## src/rcs_cfg.svh

```systemverilog
`ifndef RCS_CFG_SVH
`define RCS_CFG_SVH

// ----------------------------------------------------------------------
// register location in the special-function space
// ----------------------------------------------------------------------
`define RCS_ADDR        8'hef
`define RCS_PAGE        8'h00

// ----------------------------------------------------------------------
// bit positions of reset_cause_status
// ----------------------------------------------------------------------
`define RCS_PIN_BIT     0
`define RCS_POR_BIT     1
`define RCS_MCD_BIT     2
`define RCS_WDT_BIT     3
`define RCS_SW_BIT      4
`define RCS_CMP_BIT     5
`define RCS_FERR_BIT    6
`define RCS_UNUSED_BIT  7

// ----------------------------------------------------------------------
// reset values
// ----------------------------------------------------------------------
`define RCS_FLAGS_RST   8'h00
`define RCS_POR_ONLY    8'h02
`define RCS_VDD_EN_RST  1'b1
`define RCS_SYNC_INIT   4'hb
`define RCS_CNT_W       16

// ----------------------------------------------------------------------
// timing
// ----------------------------------------------------------------------
`define RCS_HOLD_NS     100
`define RCS_CLK_NS      20
`define RCS_CNT_ONE     16'h0001

`endif

```

## src/rcs_pkg.sv

```systemverilog
package rcs_pkg;
  `include "rcs_cfg.svh"

  typedef enum logic [0:0] {
    ST_RUN  = 1'b0,
    ST_HOLD = 1'b1
  } seq_state_t;

  typedef struct packed {
    seq_state_t              state;
    logic [`RCS_CNT_W-1:0]   cnt;
    logic [7:0]              flags;
    logic [7:0]              pend;
    logic                    cmp_en;
    logic                    mcd_en;
    logic                    vdd_en;
    logic                    sys_rst_n;
    logic [7:0]              rdata;
  } core_state_t;

  // vector order: {vdd_ok, mcd_timeout, cmp_out, pin_n}
  typedef struct packed {
    logic [3:0] s1;
    logic [3:0] s2;
    logic [3:0] s3;
    logic [3:0] q;
  } sync_state_t;
endpackage

```

## src/rst_sync_if.sv

```systemverilog
`timescale 1ns/10ps
`default_nettype none
interface rst_sync_if;
  logic pin_n;
  logic cmp_out;
  logic mcd_timeout;
  logic vdd_ok;

  modport drv  (output pin_n, output cmp_out, output mcd_timeout, output vdd_ok);
  modport core (input  pin_n, input  cmp_out, input  mcd_timeout, input  vdd_ok);
endinterface
`default_nettype wire

```

## src/reset_cause_register.sv

```systemverilog
`timescale 1ns/10ps
`default_nettype none
`include "rcs_cfg.svh"

// Function
// - flash error sets read-only bit 6
// - bit 5 comparator reset enable and flag
// - writing bit 4 forces system reset
// - bit 4 reads 1 after software reset
// - watchdog overflow sets read-only bit 3
// - bit 2 missing-clock enable and flag
// - bit 1 write enables supply monitor
// - bit 1 set on power-on/monitor reset
// - reset pin sets read-only bit 0
// - writing 0 disables missing-clock detector
// - internal resets never drive reset pin
module reset_cause_register
  import rcs_pkg::*;
#(
  parameter logic [`RCS_CNT_W-1:0] HOLD_CYCLES =
    `RCS_CNT_W'((`RCS_HOLD_NS + `RCS_CLK_NS - 1) / `RCS_CLK_NS)
)(
  // clock and power-on reset
  input  wire logic       mclk_i,
  input  wire logic       rst_n_i,
  // special-function register port
  input  wire logic [7:0] sfr_addr_i,
  input  wire logic [7:0] sfr_page_i,
  input  wire logic       sfr_wr_i,
  input  wire logic       sfr_rd_i,
  input  wire logic [7:0] sfr_wdata_i,
  output logic      [7:0] sfr_rdata_o,
  // asynchronous reset sources
  input  wire logic       rst_pin_n_i,
  input  wire logic       cmp_out_i,
  input  wire logic       mcd_timeout_i,
  input  wire logic       vdd_ok_i,
  // synchronous reset sources
  input  wire logic       wdt_reset_i,
  input  wire logic       flash_err_i,
  // source enables and system reset
  output logic            cmp_reset_en_o,
  output logic            mcd_en_o,
  output logic            vdd_reset_en_o,
  output logic            sys_rst_n_o
);
  core_state_t q;
  core_state_t nxt_q;
  logic        hit;
  logic        wr;
  logic        rd;
  logic [7:0]  src;
  logic        level_src;
  logic        wr_cmp_en;
  logic        wr_mcd_en;
  logic        wr_vdd_en;
  logic        wr_sw_force;

  rst_sync_if sy ();

  // ----------------------------------------------------------------------
  // input synchronisers
  // ----------------------------------------------------------------------
  // outside levels cross into the clock domain here
  rst_input_sync rst_input_sync_inst (
    .mclk_i        (mclk_i),
    .rst_n_i       (rst_n_i),
    .rst_pin_n_i   (rst_pin_n_i),
    .cmp_out_i     (cmp_out_i),
    .mcd_timeout_i (mcd_timeout_i),
    .vdd_ok_i      (vdd_ok_i),
    .sy            (sy.drv)
  );

  // ----------------------------------------------------------------------
  // register decode
  // ----------------------------------------------------------------------
  function automatic logic addr_hit(input logic [7:0] a, input logic [7:0] p);
    addr_hit = (a == `RCS_ADDR) && (p == `RCS_PAGE);
  endfunction

  always_comb begin
    hit = 1'b0;
    if (addr_hit(sfr_addr_i, sfr_page_i)) begin
      hit = 1'b1;
    end
  end

  // writes are only honoured while the core runs
  assign wr = sfr_wr_i && hit && (q.state == ST_RUN);
  // reads are harmless at any time; rdata drops back to zero after one cycle
  assign rd = sfr_rd_i && hit;

  // ----------------------------------------------------------------------
  // write field decode; bits 7, 6, 3 and 0 are read-only
  // ----------------------------------------------------------------------
  always_comb begin
    wr_cmp_en   = sfr_wdata_i[`RCS_CMP_BIT];
    wr_mcd_en   = sfr_wdata_i[`RCS_MCD_BIT];
    wr_vdd_en   = sfr_wdata_i[`RCS_POR_BIT];
    wr_sw_force = wr & sfr_wdata_i[`RCS_SW_BIT];
  end

  // ----------------------------------------------------------------------
  // reset source collection
  // ----------------------------------------------------------------------
  always_comb begin
    src                = 8'h00;
    src[`RCS_PIN_BIT]  = ~sy.pin_n;
    src[`RCS_POR_BIT]  = q.vdd_en & ~sy.vdd_ok;
    src[`RCS_MCD_BIT]  = q.mcd_en & sy.mcd_timeout;
    src[`RCS_WDT_BIT]  = wdt_reset_i;
    src[`RCS_SW_BIT]   = wr_sw_force;
    src[`RCS_CMP_BIT]  = q.cmp_en & ~sy.cmp_out;
    src[`RCS_FERR_BIT] = flash_err_i;
  end

  // sources that stretch the reset for as long as they persist
  assign level_src = src[`RCS_PIN_BIT] | src[`RCS_POR_BIT] | src[`RCS_MCD_BIT];

  // ----------------------------------------------------------------------
  // helper functions
  // ----------------------------------------------------------------------
  // a power-on or supply cause hides every other cause
  function automatic logic [7:0] capture_flags(input logic [7:0] p);
    logic [7:0] f;
    if (p[`RCS_POR_BIT]) begin
      f = `RCS_POR_ONLY;
    end else begin
      f = p;
    end
    f[`RCS_UNUSED_BIT] = 1'b0;
    capture_flags = f;
  endfunction

  // values loaded by the power-on reset; flags read power-on once released
  function automatic core_state_t reset_state();
    core_state_t r;
    r.state     = ST_HOLD;
    r.cnt       = HOLD_CYCLES;
    r.flags     = `RCS_FLAGS_RST;
    r.pend      = `RCS_POR_ONLY;
    r.cmp_en    = 1'b0;
    r.mcd_en    = 1'b0;
    r.vdd_en    = `RCS_VDD_EN_RST;
    r.sys_rst_n = 1'b0;
    r.rdata     = 8'h00;
    reset_state = r;
  endfunction

  // ----------------------------------------------------------------------
  // sequencer and register next state
  // ----------------------------------------------------------------------
  // pin, supply and missing-clock levels keep reloading the hold counter;
  // pulsed causes only start it
  always_comb begin
    nxt_q       = q;
    nxt_q.rdata = 8'h00;
    case (q.state)
      ST_RUN: begin
        if (wr) begin
          nxt_q.cmp_en = wr_cmp_en;
          nxt_q.mcd_en = wr_mcd_en;
          nxt_q.vdd_en = wr_vdd_en;
        end
        if (|src) begin
          // system reset asserted at the next edge
          nxt_q.state     = ST_HOLD;
          nxt_q.pend      = src;
          nxt_q.cnt       = HOLD_CYCLES;
          nxt_q.sys_rst_n = 1'b0;
        end
      end
      ST_HOLD: begin
        // causes that arrive during the hold are merged
        nxt_q.pend = q.pend | src;
        if (level_src) begin
          nxt_q.cnt = HOLD_CYCLES;
        end else if (q.cnt > `RCS_CNT_ONE) begin
          nxt_q.cnt = q.cnt - `RCS_CNT_ONE;
        end else begin
          // flags captured at release, held until the next release or power-on reset
          nxt_q.state     = ST_RUN;
          nxt_q.sys_rst_n = 1'b1;
          nxt_q.flags     = capture_flags(q.pend);
          nxt_q.pend      = `RCS_FLAGS_RST;
          // supply enable survives system resets; the other two do not
          nxt_q.cmp_en    = 1'b0;
          nxt_q.mcd_en    = 1'b0;
        end
      end
      default: begin
        nxt_q.state = ST_HOLD;
      end
    endcase
    if (rd) begin
      // reads show causes, not enables; bit 7 reads zero
      nxt_q.rdata = {1'b0, q.flags[`RCS_FERR_BIT:`RCS_PIN_BIT]};
    end
  end

  // ----------------------------------------------------------------------
  // state register
  // ----------------------------------------------------------------------
  always_ff @(posedge mclk_i) begin
    if (!rst_n_i) begin
      q <= reset_state();
    end else begin
      q <= nxt_q;
    end
  end

  // ----------------------------------------------------------------------
  // outputs; the reset pin is input only and never driven
  // ----------------------------------------------------------------------
  assign sfr_rdata_o    = q.rdata;
  assign cmp_reset_en_o = q.cmp_en;
  assign mcd_en_o       = q.mcd_en;
  assign vdd_reset_en_o = q.vdd_en;
  assign sys_rst_n_o    = q.sys_rst_n;
endmodule
`default_nettype wire

```

## src/rst_input_sync.sv

```systemverilog
`timescale 1ns/10ps
`default_nettype none
`include "rcs_cfg.svh"

module rst_input_sync
  import rcs_pkg::*;
(
  // clock and reset
  input  wire logic mclk_i,
  input  wire logic rst_n_i,
  // raw asynchronous inputs
  input  wire logic rst_pin_n_i,
  input  wire logic cmp_out_i,
  input  wire logic mcd_timeout_i,
  input  wire logic vdd_ok_i,
  // filtered levels
  rst_sync_if.drv   sy
);
  sync_state_t q;
  sync_state_t nxt_q;

  // ----------------------------------------------------------------------
  // three stages; a level is taken once stages two and three agree
  // ----------------------------------------------------------------------
  always_comb begin
    nxt_q    = q;
    nxt_q.s1 = {vdd_ok_i, mcd_timeout_i, cmp_out_i, rst_pin_n_i};
    nxt_q.s2 = q.s1;
    nxt_q.s3 = q.s2;
    for (int i = 0; i < 4; i++) begin
      if (q.s2[i] == q.s3[i]) begin
        nxt_q.q[i] = q.s3[i];
      end
    end
  end

  always_ff @(posedge mclk_i) begin
    if (!rst_n_i) begin
      q <= {4{`RCS_SYNC_INIT}};
    end else begin
      q <= nxt_q;
    end
  end

  assign sy.pin_n       = q.q[0];
  assign sy.cmp_out     = q.q[1];
  assign sy.mcd_timeout = q.q[2];
  assign sy.vdd_ok      = q.q[3];
endmodule
`default_nettype wire

```

## config.mk

```make
export PLATFORM = sky130hd
export DESIGN_NAME = reset_cause_register
export DESIGN_NICKNAME = d
export VERILOG_FILES = /design/src/rcs_pkg.sv /design/src/rst_sync_if.sv /design/src/reset_cause_register.sv /design/src/rst_input_sync.sv
export VERILOG_INCLUDE_DIRS = /design/src /design/src/src
export SDC_FILE = /design/constraint.sdc
export NUM_CORES = 1
export LEC_CHECK = 0
export CAP_MARGIN = 10
export CORE_ASPECT_RATIO = 0.5
export CORE_MARGIN = 2
export CORE_UTILIZATION = 60
export DETAILED_ROUTE_END_ITERATION = 16
export DONT_BUFFER_PORTS = 1
export MAX_ROUTING_LAYER = met4
export PLACE_DENSITY_LB_ADDON = 0.08
export SLEW_MARGIN = 20
export SYNTH_ARGS = -nofsm -noshare
export SYNTH_HDL_FRONTEND = slang
export SYNTH_HIERARCHICAL = 1
export SYNTH_SLANG_ARGS = --single-unit
export TNS_END_PERCENT = 1
```

## constraint.sdc

```tcl
create_clock -name mclk_i -period 6 [get_ports mclk_i]
set_clock_uncertainty 0.2 [all_clocks]
set_input_delay 0.3 -clock mclk_i [delete_from_list [all_inputs] [get_ports mclk_i]]
set_output_delay 0.3 -clock mclk_i [all_outputs]
set_load 0.005 [all_outputs]
```

==> flow_metrics.py <==
metrics = {
    "outcome": {
        "outcome": "finished clean",
    },
    "sta": {
        "setup_viol": 0,
        "max-slew-margin-rel_pct": 52.8,
        "timing.fmax_mhz": 361,
        "grt_setup_unrepaired": "no",
        "period_needed_ns": 2.77,
        "hold_viol_final": 0,
        "min_period_over_period_pct": 46.2,
        "tns_ns": 0,
        "timing_max_transition_violations_final": 0,
        "timing_worst_slew_pin_value_ns": 0.709,
    },
    "route": {
        "vias_per_cell": 6.03,
        "via_count": 1991,
        "detail_route.wirelength_microns": 5220,
        "detail-route-antenna-nets": 0,
        "drc": 0,
        "drt_iter0_drc": 82,
        "dr.pass1.iters": 4,
        "wl_per_cell_microns": 15.8,
    },
    "finish": {
        "num_antenna_cells": 0,
        "layout.cells.most_common": "sky130_fd_sc_hd__dfxtp_1",
        "share_of_final_layout_standard_cells_stronger_than_drive_strength_1_pct": 12.0,
        "design.final.nets": 307,
        "syn2layout_area_growth_pct": 11.6,
        "layout_common_cells": "sky130_fd_sc_hd__dfxtp_1, sky130_fd_sc_hd__nand2_1, sky130_fd_sc_hd__a21oi_1",
        "finalNonFillerCells": 330,
    },
    "job": {
        "maxCapViolCount": 0,
    },
    "floorplan": {
        "initial_core_util_pct": 62.9,
        "placeableCoreArea_sq_um": 3940,
        "fp.dieW_microns": 94.9,
        "dieHeight_microns": 49.5,
        "core.rowCount": 16,
        "die-area_sq_um": 4700,
        "ioPinCount": 46,
    },
    "setup_path": {
        "crit_path_start_kind": "register",
        "worst-endpoint-arrival_ns": 2.75,
        "worstPathRequired_ns": 5.98,
        "worst-setup-path-type": "register to register",
        "worst_r2r_path_depth": 5,
        "cp_max_fo": 14,
        "category_of_the_worst_setup_path_capture_point": "register",
    },
    "synthesis": {
        "yosysUniqueCellTypes": 56,
        "netlist_instances": 270,
        "post_synth_instance_area_sq_um": 2480,
        "synth_seq_cells": 58,
        "synthesis.nets": 306,
        "syn_area_per_cell_sq_um": 9.19,
        "synth_warnings": 6,
        "synth_sequential_area_ratio_pct": 46.8,
    },
    "min_path": {
        "hold-path-cell-count": 2,
        "hold_path.class": "input port to register",
    },
    "global_routing": {
        "via_count_of_the_first_global_routing_pass": 1904,
        "antenna_found_initial": 0,
        "grt_pass1_wl_microns": 8710,
        "pin_count_of_the_biggest_net_entering_global_routing": 41,
        "track_usage_pct": 25.4,
        "grt_overflow": 0,
    },
    "placement": {
        "placed_cells": 303,
        "place.port_buffers": 0,
        "dp.final_hpwl_microns": 3300,
        "globalplace.congestion": 0.918,
    },
    "cts": {
        "clk_pin_slew_ns": 0.07,
        "cts_tree": "done",
        "clock_tree_buffer_depth": 2,
        "ctsHtreeMaxLevel": 3,
        "cts_buffers": 9,
        "clk_root_buffer_cell": "sky130_fd_sc_hd__clkbuf_8",
        "post-cts-setup-buffer-count": 0,
        "insertion_delay_ns": 0.34,
        "cts.sinks": 58,
    },
    "power": {
        "power_density_normalized_to_cell_area_nw_per_um2": 431,
        "lkg_pwr_nw": 1.01,
        "power.ir.vdd_worst_uv": 262,
    },
}
==> final cells by class <==
class / count / area [sq um]
fillers: 322 / 1170
multi-input cells: 184 / 1160
flip-flops and latches: 58 / 1160
repair buffers: 12 / 128
clock buffers: 9 / 124
clock inverters: 7 / 103
well taps: 54 / 67.6
inverters: 6 / 22.5
==> cells in the mapped netlist, drive strengths merged <==
cell | count | area [sq um]
buf | 15 | 105
o31ai | 2 | 15.0
o221a | 1 | 11.3
nand4bb | 1 | 11.3
a211oi | 2 | 15.0
conb | 1 | 3.75
inv | 6 | 22.5
or4b | 2 | 23.8
and3b | 1 | 8.76
nor4 | 2 | 27.5
and3 | 3 | 18.8
a31oi | 3 | 18.8
o311ai | 7 | 61.3
nor2 | 10 | 37.5
nand3b | 2 | 15.0
o41ai | 1 | 8.76
a2111oi | 2 | 42.5
or4 | 4 | 33.8
o22ai | 5 | 31.3
or3 | 4 | 30.0
a21boi | 1 | 11.3
or2 | 1 | 6.26
o311a | 1 | 10.0
a21o | 1 | 7.51
o211ai | 3 | 22.5
clkbuf | 7 | 27.5
mux2i | 2 | 20.0
a2bb2oi | 1 | 8.76
a31o | 3 | 26.3
dfxtp | 58 | 1160
o2111a | 1 | 11.3
and4 | 1 | 8.76
or2b | 6 | 45.0
nor3 | 9 | 45.0
nand4 | 4 | 25.0
nand2 | 28 | 105
and2 | 12 | 75.1
a21oi | 22 | 118
ha | 2 | 25.0
nand3 | 12 | 60.1
nand2b | 7 | 46.3
o21ai | 13 | 65.1
a311oi | 1 | 8.76
==> path summary, 6_finish.rpt <==
check | startpoint | slack (ns) | end
max | q[36]$_SDFFE_PN0P_ | 3.23 | q[18]$_SDFFE_PN0P_
min reg2reg | rst_input_sync_inst/nxt_q[11]$_SDFF_PN1_ | 0.21 | rst_input_sync_inst/nxt_q[7]$_SDFF_PN1_
max reg2reg | q[36]$_SDFFE_PN0P_ | 3.23 | q[18]$_SDFFE_PN0P_
min | rst_n_i | 0.01 | rst_input_sync_inst/nxt_q[5]$_SDFF_PN1_
==> critical path, cell delays in order, from the launching register on <==
cell and delay, ns:
sky130_fd_sc_hd__dfxtp_1 0.37, sky130_fd_sc_hd__nor4_1 0.49, sky130_fd_sc_hd__and2_1 0.39, sky130_fd_sc_hd__nand3_1 0.51
sky130_fd_sc_hd__a21oi_2 0.47, sky130_fd_sc_hd__o22ai_1 0.18
==> sequential cells by signal (all words and copies together), names as in the netlist, 4 cells and up <==
| signal | flops |
|---|---|
| q | 31 |
| rst_input_sync_inst/nxt_q | 8 |
| rst_input_sync_inst/q | 4 |
| sfr_rdata_o | 7 |
==> cells by family (layout without fill, tap and decap cells) <==
| logic type | Yosys count | count (layout) | synth area share, % |
|---|---|---|---|
| compound gates | 70 | 70 | 19.9 |
| fa+ha+maj | 2 | 2 | 1.01 |
| buf+inv | 28 | 34 | 6.25 |
| flops | 58 | 58 | 46.8 |
| mux | 2 | 2 | 0.807 |
| other cells | 1 | 1 | 0.151 |
| simple gates | 109 | 109 | 25.1 |
==> report_power, final <==
part | switching, W | internal [W] | total [W] | leakage (nW)
clock | 0.000165 | 0.000237 | 0.000402 | 0.110
combinational | 0.000204 | 0.000110 | 0.000314 | 0.423
sequential | 0.0000445 | 0.000433 | 0.000478 | 0.472
==> timing repair <==
| item | CTS | global route |
|---|---|---|
| gates resized for setup | 0 | 0 |
| hold endpoints to repair | 41 | 0 |
| endpoints found under the setup margin | 0 | 0 |
| hold buffers | 11 | 0 |
==> layer usage <==
layer / vias up / global-route usage [%] / wire, microns
met4: 0 / 8.45 / 106
li1: 979 / - / -
met3: 12 / 10.6 / 295
met5: - / - / 0
met2: 58 / 39.1 / 2420
met1: 942 / 30.2 / 2390
==> metrics by stage <==
step	power [W]	utilization, %	worst slack [ns]	hold WS, ns	instance area, sq um
after floorplan	0.000740	-	3.73	0.185	2480
after global placement	0.000776	61.5	3.34	0.168	2420
after detailed placement	0.000781	61.5	3.34	0.171	2420
after CTS	0.00119	70.2	3.25	0.00691	2770
after global routing	0.00126	70.2	3.03	0.0103	2770
final	0.00119	70.2	3.23	0.0103	2770
No activity file was read; power rests on OpenSTA's default activity.
